`config.mk`:
```
export PLATFORM = sky130hd
export DESIGN_NAME = sah_top
export DESIGN_NICKNAME = d
export VERILOG_FILES = /design/src/sah_pkg.sv /design/src/sah_sync.sv /design/src/sah_sar.sv /design/src/sah_top.sv
export SDC_FILE = /design/constraint.sdc
export NUM_CORES = 1
export LEC_CHECK = 0
export BUFFER_PORTS_ARGS = -buffer_cell sky130_fd_sc_hd__buf_4
export CORE_MARGIN = 1.5
export CORE_UTILIZATION = 50
export CTS_CLUSTER_SIZE = 40
export DETAILED_ROUTE_END_ITERATION = 16
export PLACE_DENSITY = 0.74
export SLEW_MARGIN = 20
export SYNTH_ARGS = -nofsm -noshare
export SYNTH_HDL_FRONTEND = slang
export SYNTH_HIERARCHICAL = 1
export SYNTH_SLANG_ARGS = --single-unit
```
`constraint.sdc`:
```
create_clock -name clk_i -period 2.6 [get_ports clk_i]
set_input_delay 0.26 -clock clk_i [delete_from_list [all_inputs] [get_ports clk_i]]
set_output_delay 0.26 -clock clk_i [all_outputs]
set_load 0.05 [all_outputs]
```
`src/sah_pkg.sv`:
```
// Shared constants and types of the converter control block
package sah_pkg;

  ////////////////////////////////////////////////////////////////////////////
  // Widths
  localparam int RES_BITS  = 16;
  localparam int BYTE_BITS = 8;

  ////////////////////////////////////////////////////////////////////////////
  // Timing
  localparam int CLK_PERIOD_NS     = 50;
  localparam int STATUS_DELAY_NS   = 110;
  localparam int STATUS_DELAY_CYC  = (STATUS_DELAY_NS / CLK_PERIOD_NS) < 1 ?
                                     1 : STATUS_DELAY_NS / CLK_PERIOD_NS;
  localparam int CONV_TIME_US      = 17;
  localparam int CONV_MAX_CYC      = (CONV_TIME_US * 1000) / CLK_PERIOD_NS;
  localparam int DONE_TO_STATUS_NS = 550;
  localparam int DONE_TO_STATUS_CYC = (DONE_TO_STATUS_NS / CLK_PERIOD_NS) < 1 ?
                                      1 : DONE_TO_STATUS_NS / CLK_PERIOD_NS;
  localparam int STROBE_DELAY_NS   = 200;
  localparam int STROBE_DELAY_CYC  = (STROBE_DELAY_NS + CLK_PERIOD_NS - 1) /
                                     CLK_PERIOD_NS;
  localparam int BIT_CYC_DEF       = 16;

  ////////////////////////////////////////////////////////////////////////////
  // Synchroniser bundle layout and idle values
  localparam int         N_SYNC   = 7;
  localparam int         SY_CS    = 6;
  localparam int         SY_WR    = 5;
  localparam int         SY_RD    = 4;
  localparam int         SY_UBS   = 3;
  localparam int         SY_TCS   = 2;
  localparam int         SY_BIP   = 1;
  localparam int         SY_CMP   = 0;
  localparam logic [6:0] SYNC_RST = 7'h78;

  ////////////////////////////////////////////////////////////////////////////
  // Sequencer states
  typedef enum logic [2:0] {
    ST_IDLE,
    ST_CONV,
    ST_TAIL,
    ST_LOAD,
    ST_DROP
  } sah_state_e;

endpackage

```
`src/sah_sync.sv`:
```
// Two-stage synchroniser for a bundle of pin inputs
`timescale 1ns/1ps
`default_nettype none
module sah_sync #(
  parameter int               WIDTH   = 1,
  parameter logic [WIDTH-1:0] RST_VAL = '0
) (
  // Clock and reset
  input  wire logic             clk_i,
  input  wire logic             rstn_i,
  // Raw and synchronised levels
  input  wire logic [WIDTH-1:0] async_i,
  output logic      [WIDTH-1:0] sync_o
);

  logic [WIDTH-1:0] meta_reg;

  initial begin
    if (WIDTH < 1) begin
      $error("sah_sync: WIDTH must be at least 1");
    end
  end

  // First stage feeds only the second stage
  always_ff @(posedge clk_i) begin
    if (!rstn_i) begin
      meta_reg <= RST_VAL;
      sync_o   <= RST_VAL;
    end else begin
      meta_reg <= async_i;
      sync_o   <= meta_reg;
    end
  end

endmodule
`default_nettype wire

```
`src/sah_sar.sv`:
```
// Successive-approximation register with one decision per call
`timescale 1ns/1ps
`default_nettype none
module sah_sar #(
  parameter int WIDTH = 16
) (
  // Clock and reset
  input  wire logic             clk_i,
  input  wire logic             rstn_i,
  // Sequencing
  input  wire logic             clear_i,
  input  wire logic             decide_i,
  input  wire logic             comp_i,
  // Trial code, equal to the result after the last decision
  output logic      [WIDTH-1:0] trial_o
);

  logic [WIDTH-1:0] mask_reg;
  logic [WIDTH-1:0] mask_next;
  logic [WIDTH-1:0] trial_next;
  logic [WIDTH-1:0] msb_only;

  initial begin
    if (WIDTH < 2) begin
      $error("sah_sar: WIDTH must be at least 2");
    end
  end

  assign msb_only   = {1'b1, {(WIDTH-1){1'b0}}};
  // Keep or drop the bit under test, then try the next one down
  assign mask_next  = mask_reg >> 1;
  assign trial_next = (comp_i ? trial_o : (trial_o & ~mask_reg)) |
                      mask_next;

  always_ff @(posedge clk_i) begin
    if (!rstn_i) begin
      mask_reg <= '0;
      trial_o  <= '0;
    end else if (clear_i) begin
      mask_reg <= msb_only;
      trial_o  <= msb_only;
    end else if (decide_i && (mask_reg != '0)) begin
      mask_reg <= mask_next;
      trial_o  <= trial_next;
    end
  end

endmodule
`default_nettype wire

```
`src/sah_top.sv`:
```
// Host interface and sequencer of a 16-bit successive-approximation converter
// Function
// - Reset clears approximation register, output latch and result-valid flag.
// - During reset busy and result-valid read low; conversion is cancelled.
// - Convert and read strobes count only while chip select is low.
// - Convert strobe falling with chip select low starts a conversion.
// - Busy rises shortly after the convert strobe and holds through conversion.
// - Each conversion makes 16 bits and finishes within 17 us.
// - Result-valid is set first; busy drops within 550 ns after.
// - Output latch is separate; old result stays readable during conversion.
// - Result-valid sets whenever a new result enters the output latch.
// - A read with upper byte selected clears result-valid.
// - Lower-byte reads or no read leave result-valid set.
// - A new result overwrites the latch; result-valid stays high.
// - 8-bit port; byte select low gives upper byte, else lower.
// - Port drives only while chip select and read are low.
// - Bits shift out serially with 16 strobe falls 200 ns after.
// - Busy drops only after the last serial strobe fall.
// - Only the internal clock sequences; only the serial strobe leaves.
// - Twos complement select recodes bipolar parallel-port results; else offset/straight.
`timescale 1ns/1ps
`default_nettype none
module sah_top
  import sah_pkg::*;
#(
  parameter int BIT_CYCLES = BIT_CYC_DEF
) (
  // Clock and reset
  input  wire logic                  clk_i,
  input  wire logic                  rstn_i,
  // Host control pins
  input  wire logic                  cs_n_i,
  input  wire logic                  convert_n_i,
  input  wire logic                  rd_n_i,
  input  wire logic                  upper_byte_select_n_i,
  // Coding straps
  input  wire logic                  twos_complement_select_i,
  input  wire logic                  bipolar_range_i,
  // Analog front end
  input  wire logic                  comparator_i,
  output logic [sah_pkg::RES_BITS-1:0]  trial_code_o,
  // Parallel port
  output logic [sah_pkg::BYTE_BITS-1:0] data_o,
  output logic                       data_oe_o,
  // Flags
  output logic                       busy_o,
  output logic                       result_valid_o,
  // Serial output
  output logic                       serial_data_o,
  output logic                       serial_strobe_o
);

  import sah_pkg::*;

  ////////////////////////////////////////////////////////////////////////////
  // Local sizes
  localparam int CNT_W    = $clog2(BIT_CYCLES + 1);
  localparam int IDX_W    = $clog2(RES_BITS);
  localparam int TMR_W    = $clog2(STROBE_DELAY_CYC + 1);
  localparam int CCNT_W   = $clog2(CONV_MAX_CYC + 2);
  localparam int FALL_W   = $clog2(RES_BITS + 2);
  localparam int BUSY_MAX = STATUS_DELAY_CYC;
  localparam int DROP_MAX = DONE_TO_STATUS_CYC;

  // Whole conversion must fit the conversion time
  initial begin
    if (BIT_CYCLES <= STROBE_DELAY_CYC + 2) begin
      $error("sah_top: BIT_CYCLES too short for the serial strobe");
    end
    if (BIT_CYCLES * RES_BITS + STROBE_DELAY_CYC + 3 > CONV_MAX_CYC) begin
      $error("sah_top: BIT_CYCLES makes conversion too long");
    end
  end

  ////////////////////////////////////////////////////////////////////////////
  // Pin synchronisers
  logic [N_SYNC-1:0] pins_raw;
  logic [N_SYNC-1:0] pins_s;

  assign pins_raw = {cs_n_i, convert_n_i, rd_n_i, upper_byte_select_n_i,
                     twos_complement_select_i, bipolar_range_i, comparator_i};

  sah_sync #(
    .WIDTH   (N_SYNC),
    .RST_VAL (SYNC_RST)
  ) u_sync (
    .clk_i   (clk_i),
    .rstn_i  (rstn_i),
    .async_i (pins_raw),
    .sync_o  (pins_s)
  );

  ////////////////////////////////////////////////////////////////////////////
  // Strobe decode
  logic conv_prev_reg;
  logic selected;
  logic start_pulse;
  logic read_active;
  logic upper_read;

  always_ff @(posedge clk_i) begin
    if (!rstn_i) begin
      conv_prev_reg <= 1'b1;
    end else begin
      conv_prev_reg <= pins_s[SY_WR];
    end
  end

  assign selected    = !pins_s[SY_CS];
  // Abandons any conversion in progress when issued while busy
  assign start_pulse = selected && conv_prev_reg && !pins_s[SY_WR];
  assign read_active = selected && !pins_s[SY_RD];
  assign upper_read  = read_active && !pins_s[SY_UBS];

  ////////////////////////////////////////////////////////////////////////////
  // Sequencer
  sah_state_e        state_reg;
  sah_state_e        state_next;
  logic [CNT_W-1:0]  cyc_reg;
  logic [CNT_W-1:0]  cyc_next;
  logic [IDX_W-1:0]  idx_reg;
  logic [IDX_W-1:0]  idx_next;
  logic              decide;
  logic              last_bit;
  logic              latch_load;
  logic              strobe_idle;

  assign decide     = (state_reg == ST_CONV) &&
                      (cyc_reg == CNT_W'(BIT_CYCLES - 1));
  assign last_bit   = idx_reg == IDX_W'(RES_BITS - 1);
  assign latch_load = state_reg == ST_LOAD;

  always_comb begin
    state_next = state_reg;
    cyc_next   = cyc_reg;
    idx_next   = idx_reg;
    if (start_pulse) begin
      state_next = ST_CONV;
      cyc_next   = '0;
      idx_next   = '0;
    end else begin
      case (state_reg)
        ST_IDLE: begin
          cyc_next = '0;
        end
        ST_CONV: begin
          if (decide) begin
            cyc_next = '0;
            idx_next = idx_reg + IDX_W'(1);
            if (last_bit) begin
              state_next = ST_TAIL;
            end
          end else begin
            cyc_next = cyc_reg + CNT_W'(1);
          end
        end
        ST_TAIL: begin
          // Hold off completion until the last strobe edge is out
          if (strobe_idle) begin
            state_next = ST_LOAD;
          end
        end
        ST_LOAD: begin
          state_next = ST_DROP;
        end
        ST_DROP: begin
          state_next = ST_IDLE;
        end
        default: begin
          state_next = ST_IDLE;
        end
      endcase
    end
  end

  always_ff @(posedge clk_i) begin
    if (!rstn_i) begin
      state_reg <= ST_IDLE;
      cyc_reg   <= '0;
      idx_reg   <= '0;
    end else begin
      state_reg <= state_next;
      cyc_reg   <= cyc_next;
      idx_reg   <= idx_next;
    end
  end

  ////////////////////////////////////////////////////////////////////////////
  // Approximation register
  sah_sar #(
    .WIDTH    (RES_BITS)
  ) u_sar (
    .clk_i    (clk_i),
    .rstn_i   (rstn_i),
    .clear_i  (start_pulse),
    .decide_i (decide),
    .comp_i   (pins_s[SY_CMP]),
    .trial_o  (trial_code_o)
  );

  ////////////////////////////////////////////////////////////////////////////
  // Serial output
  logic             strobe_next;
  logic [TMR_W-1:0] tmr_reg;
  logic [TMR_W-1:0] tmr_next;

  assign strobe_idle = (tmr_reg == '0) && !serial_strobe_o;

  always_comb begin
    strobe_next = serial_strobe_o;
    tmr_next    = tmr_reg;
    if (start_pulse) begin
      strobe_next = 1'b0;
      tmr_next    = '0;
    end else if (decide) begin
      strobe_next = 1'b1;
      tmr_next    = TMR_W'(STROBE_DELAY_CYC);
    end else if (tmr_reg != '0) begin
      tmr_next = tmr_reg - TMR_W'(1);
      if (tmr_reg == TMR_W'(1)) begin
        strobe_next = 1'b0;
      end
    end
  end

  // Serial code is the raw register: straight or offset binary only
  always_ff @(posedge clk_i) begin
    if (!rstn_i) begin
      serial_data_o   <= 1'b0;
      serial_strobe_o <= 1'b0;
      tmr_reg         <= '0;
    end else begin
      if (decide) begin
        serial_data_o <= pins_s[SY_CMP];
      end
      serial_strobe_o <= strobe_next;
      tmr_reg         <= tmr_next;
    end
  end

  ////////////////////////////////////////////////////////////////////////////
  // Output latch and flags
  logic [RES_BITS-1:0] latch_reg;
  logic [RES_BITS-1:0] coded;
  logic                twos_mode;
  logic                valid_next;
  logic                busy_next;

  // Twos complement differs from offset binary only in the top bit
  assign twos_mode  = pins_s[SY_TCS] && pins_s[SY_BIP];
  assign coded      = {trial_code_o[RES_BITS-1] ^ twos_mode,
                       trial_code_o[RES_BITS-2:0]};
  // A completing result wins over a clearing read in the same cycle
  assign valid_next = latch_load ? 1'b1 :
                      (upper_read ? 1'b0 : result_valid_o);
  assign busy_next  = state_next != ST_IDLE;

  always_ff @(posedge clk_i) begin
    if (!rstn_i) begin
      latch_reg      <= '0;
      result_valid_o <= 1'b0;
      busy_o         <= 1'b0;
    end else begin
      if (latch_load) begin
        latch_reg <= coded;
      end
      result_valid_o <= valid_next;
      busy_o         <= busy_next;
    end
  end

  ////////////////////////////////////////////////////////////////////////////
  // Parallel port
  logic [BYTE_BITS-1:0] byte_sel;

  assign byte_sel = pins_s[SY_UBS] ? latch_reg[BYTE_BITS-1:0] :
                    latch_reg[RES_BITS-1:BYTE_BITS];

  always_ff @(posedge clk_i) begin
    if (!rstn_i) begin
      data_o    <= '0;
      data_oe_o <= 1'b0;
    end else begin
      data_o    <= byte_sel;
      data_oe_o <= read_active;
    end
  end

  ////////////////////////////////////////////////////////////////////////////
  // Helper counters for checks
  logic [CCNT_W-1:0] conv_cnt_reg;
  logic [FALL_W-1:0] falls_reg;
  logic              fall_now;

  assign fall_now = serial_strobe_o && !strobe_next;

  always_ff @(posedge clk_i) begin
    if (!rstn_i || start_pulse) begin
      conv_cnt_reg <= '0;
      falls_reg    <= '0;
    end else begin
      if (busy_o && (conv_cnt_reg != '1)) begin
        conv_cnt_reg <= conv_cnt_reg + CCNT_W'(1);
      end
      if (fall_now && (falls_reg != '1)) begin
        falls_reg <= falls_reg + FALL_W'(1);
      end
    end
  end

  ////////////////////////////////////////////////////////////////////////////
  // Checks
  a_reset_flags_low: assert property (
    @(posedge clk_i) !rstn_i |=> (!busy_o && !result_valid_o && !data_oe_o))
    else $error("flags not low after reset");

  a_reset_latch_clear: assert property (
    @(posedge clk_i) !rstn_i |=> (latch_reg == '0))
    else $error("output latch not cleared by reset");

  a_no_cs_ignore: assert property (
    @(posedge clk_i) disable iff (!rstn_i)
    pins_s[SY_CS] |=> !data_oe_o &&
      (($past(state_reg) != ST_IDLE) || (state_reg == ST_IDLE)))
    else $error("strobe acted without chip select");

  a_busy_rise: assert property (
    @(posedge clk_i) disable iff (!rstn_i)
    start_pulse |-> ##[1:BUSY_MAX] busy_o)
    else $error("busy late after convert strobe");

  a_conv_time: assert property (
    @(posedge clk_i) disable iff (!rstn_i)
    conv_cnt_reg <= CCNT_W'(CONV_MAX_CYC))
    else $error("conversion exceeds its time limit");

  a_valid_then_drop: assert property (
    @(posedge clk_i) disable iff (!rstn_i)
    latch_load && !start_pulse |=> (result_valid_o && busy_o)
      ##[1:DROP_MAX] (!busy_o || state_reg == ST_CONV))
    else $error("busy did not drop after result valid");

  a_latch_held: assert property (
    @(posedge clk_i) disable iff (!rstn_i)
    (state_reg == ST_CONV) |=> $stable(latch_reg))
    else $error("output latch changed during conversion");

  a_valid_on_load: assert property (
    @(posedge clk_i) disable iff (!rstn_i)
    latch_load |=> result_valid_o && (latch_reg == $past(coded)))
    else $error("result valid not set on new result");

  a_upper_clears: assert property (
    @(posedge clk_i) disable iff (!rstn_i)
    upper_read && !latch_load |=> !result_valid_o)
    else $error("upper byte read left result valid set");

  a_lower_keeps: assert property (
    @(posedge clk_i) disable iff (!rstn_i)
    result_valid_o && !upper_read |=> result_valid_o)
    else $error("result valid lost without upper read");

  a_byte_select: assert property (
    @(posedge clk_i) disable iff (!rstn_i)
    data_oe_o && !$past(pins_s[SY_UBS]) |->
      data_o == $past(latch_reg[RES_BITS-1:BYTE_BITS]))
    else $error("upper byte not presented");

  a_port_float: assert property (
    @(posedge clk_i) disable iff (!rstn_i)
    !read_active |=> !data_oe_o)
    else $error("port still driven after read strobe");

  a_strobe_delay: assert property (
    @(posedge clk_i) disable iff (!rstn_i)
    decide && !start_pulse |=> serial_strobe_o [*4] ##1 !serial_strobe_o)
    else $error("serial strobe fall not 200 ns after bit");

  a_sixteen_falls: assert property (
    @(posedge clk_i) disable iff (!rstn_i)
    latch_load |-> (falls_reg == FALL_W'(RES_BITS)) && !serial_strobe_o)
    else $error("conversion completed before 16 strobe falls");

  a_msb_first: assert property (
    @(posedge clk_i) disable iff (!rstn_i)
    start_pulse |=> (trial_code_o == {1'b1, {(RES_BITS-1){1'b0}}}))
    else $error("first trial is not the top bit");

endmodule
`default_nettype wire

```
==> metrics.md <==
| Metric | Value |
|---|---|
| Worst EP required | 2.88 ns |
| FF-to-FF Start | u_sar/mask_reg[0] |
| Initial DRC Count | 156 |
| Register area share after synthesis | 0.535 |
| Die Width | 85.6 um |
| Slowest-stage cell, CP | o41ai_4 |
| Io pins | 38 |
| Post-synth EDFFs | 0 |
| Area of the die | 0.00732 mm^2 |
| Post-synth cell types | 44 |
| FF+latch area | 0.00182 mm^2 |
| FF-to-FF path depth | 4 |
| Slowest cell delay on critical path | 0.90 ns |
| Starting Density | 0.528 |
| Clk root buf | clkbuf_8 |
| Outcome | complete, but fails checks |
| Yosys reg bits | 91 |
| DRT Pass-1 Iters | 10 |
| PostCTS Resize Cnt | 0 |
| Setup TNS Final | 0 ns |
| Routed WL | 6670 um |
| Port Buffers | 37 |
| Worst slew margin | 0.370 |
| Pin count of the biggest net entering global routing | 29 |
| Period utilisation layout | 0.954 |
| Filler Cells Inserted | 576 |
| Synth Flop Type | dfxtp_1 |
| Worst-skew pair later-pin latency | 0.35 ns |
| Final setup viols | 0 |
| Final Slew Violations | 0 |
| Syn_nets | 374 |
| Min Tclk post-route | 2.48 ns |
| CTS tree | done |
| Max_cap viols | 0 |
| Gr usage total | 0.198 |
| Final HPWL DP | 4690 um |
| Worst Path Arrival | 2.76 ns |
| Hold path start | cs_n_i |
| Vias in the first global route | 2461 |
| Number of buffers created by CTS | 9 |
| Crit path cell chain | or4_4 > o41ai_4 > buf_4 > mux2i_1 |
| Area grow syn2layout | 13.5% |
| F_max | 403 MHz |
| Die Ht | 85.6 um |
| Postcts setup bufs | 0 |
| N_diodes | 0 |
| Failing checks | design-rule violations |
| RSZ-0062 raised after global routing | no |
| CP max FO | 17 |
| Cell count after synthesis | 360 |
| Final nets | 404 |
| Core Util, Final | 0.599 |
| Startpoint Class | register |
| CP Capture Type | register |
| First-pass GRT wire length | 11300 um |
| R2R Path End | u_sar/mask_reg[7] |
| P_leak | 1.58 nW |
| FFs w/ async S/R, synth | 0 |
| Placer Congestion | 0.816 |
| Pwr/cell area | 607 mW/mm^2 |
| WS Path Type | reg -> reg |
| Cts hold-fix bufs | 0 |
| Via count | 2561 |
| Avg Cell Area, Syn | 9.47 um^2 |
| Hold EP | u_sync/meta_reg[6] |
| Yosys warnings | 6 |
| Share of layout cells above drive strength 1 | 0.155 |
| Via-per-instance ratio | 5.45 |
| Hold crit path type | in -> reg |
| Grt total ovfl | 0 |
| Post-Synthesis Cell Area | 0.00341 mm^2 |
| Least-Margin Pin Slew | 0.941 ns |
| Hold violation total from the final report | 0 |
| Deepest clock path buffer count | 2 |
| Core footprint | 0.00646 mm^2 |
| # DRC | 2 |
| Area of the multi-input gates | 0.00140 mm^2 |
| Peak supply drop | 0.490 mV |
| Antenna-violating nets left | 0 |
| Clk_skew | 0.0101 ns |
| CTS Sinks | 91 |
| Flop2flop setup slack | 0.12 ns |
| H-tree Lvls | 3 |
| Hold path cells | 2 |
| DR WL/cell | 14.2 um |
| Initial antenna violation count | 0 |
| Clock transition at the registers of the reported paths | 0.08 ns |
| Setup crit start | u_sar/mask_reg[0] |
| Row count | 29 |
-- logic make-up (layout without fill, tap and decap cells) --
kind of cell | count (synthesis) | count (layout) | share of synthesized area
adder cells (fa/ha/maj) | 5 | 5 | 0.0184
XOR/XNOR | 2 | 2 | 0.00514
AO/OA/AOI/OAI | 78 | 78 | 0.135
flip-flops | 91 | 91 | 0.535
multiplexers | 23 | 23 | 0.0675
buffers and inverters | 41 | 74 | 0.0562
AND/OR/NAND/NOR | 120 | 120 | 0.183
-- worst max-delay path: cells and delay by family (launching register included) --
family / cells / cell delay [ns]
flops: 1 / 0.33
compound gates: 1 / 0.90
mux: 1 / 0.22
buf+inv: 1 / 0.39
simple gates: 1 / 0.55
-- layout by cell type, fill, tap and decap left out, drive strengths merged, types with 2 or more instances in the layout --
master  netlist  final
dfxtp        91     91
nand2        52     52
buf           7     38
a21oi        30     30
mux2i        23     23
inv          22     22
o21ai        21     21
o22ai        15     15
nand2b       12     12
nor2         12     12
clkbuf       12      9
and2          6      6
or4           6      6
nand3         5      5
ha            5      5
o31ai         4      4
nor2b         4      4
or3           3      3
nand3b        3      3
clkinv        0      3
or2b          2      2
nand4b        2      2
nand4         2      2
a211oi        2      2
nor3          2      2
nor3b         2      2
or3b          2      2
-- synth_stat cells, types with 3 or more instances --
cell type / n / share of area
or4_1: 4 / 0.0088
nor2_1: 12 / 0.013
nand2_1: 52 / 0.057
dfxtp_1: 91 / 0.53
inv_1: 21 / 0.023
or3_1: 3 / 0.0055
mux2i_1: 23 / 0.068
ha_1: 5 / 0.018
o21ai_0: 21 / 0.031
o22ai_1: 15 / 0.028
a21oi_1: 30 / 0.044
o31ai_1: 4 / 0.0088
nand3_1: 5 / 0.0073
and2_1: 6 / 0.011
nand2b_1: 12 / 0.022
clkbuf_1: 12 / 0.013
nor2b_1: 4 / 0.0073
buf_6: 4 / 0.013
nand3b_1: 3 / 0.0066
-- cell type report --
type,count,area share
Clock buffer,9,0.0320
Clock inverter,5,0.0146
Multi-Input combinational cell,228,0.363
Sequential cell,91,0.471
Inverter,22,0.0213
Tap cell,77,0.0249
Timing Repair Buffer,38,0.0737
-- layer usage --
| metal | GRT usage | vias to the layer above | routed length, um |
|---|---|---|---|
| li1 | - | 1294 | - |
| met1 | 0.252 | 1210 | 3050 |
| met4 | 0.0718 | 0 | 93 |
| met3 | 0.0616 | 6 | 255 |
| met5 | 0 | - | 0 |
| met2 | 0.319 | 51 | 3270 |
-- per-stage QoR --
step	worst slack [ns]	area, um^2	hold WS, ns	power, mW	cells
2_1_floorplan	0.726	3410	0.333	1.47	360
3_5_place_dp	0.134	3680	0.397	1.49	456
3_3_place_gp	0.242	3680	0.388	1.49	456
5_1_grt	0.0178	3870	0.0905	2.45	470
6_report	0.120	3870	0.0923	2.35	470
4_1_cts	0.110	3860	0.0745	2.37	470
-- how the worst max path moves through the flow --
stage	endpoint	slack, ns	cells after the start
after floorplan	u_sar/trial_o[10]	0.73	8
after global placement	u_sar/trial_o[11]	0.24	4
after detailed placement	u_sar/mask_reg[9]	0.13	4
after CTS	u_sar/mask_reg[9]	0.11	4
after global routing	u_sar/mask_reg[12]	0.02	4
final	u_sar/mask_reg[7]	0.12	4
-- power breakdown --
| part | internal, mW | switching, mW |
|---|---|---|
| Combinational | 0.0196 | 0.0302 |
| Clock | 0.432 | 0.458 |
| Sequential | 1.40 | 0.00705 |
| Total | 1.85 | 0.495 |
Power figures use the tool's default switching activity.
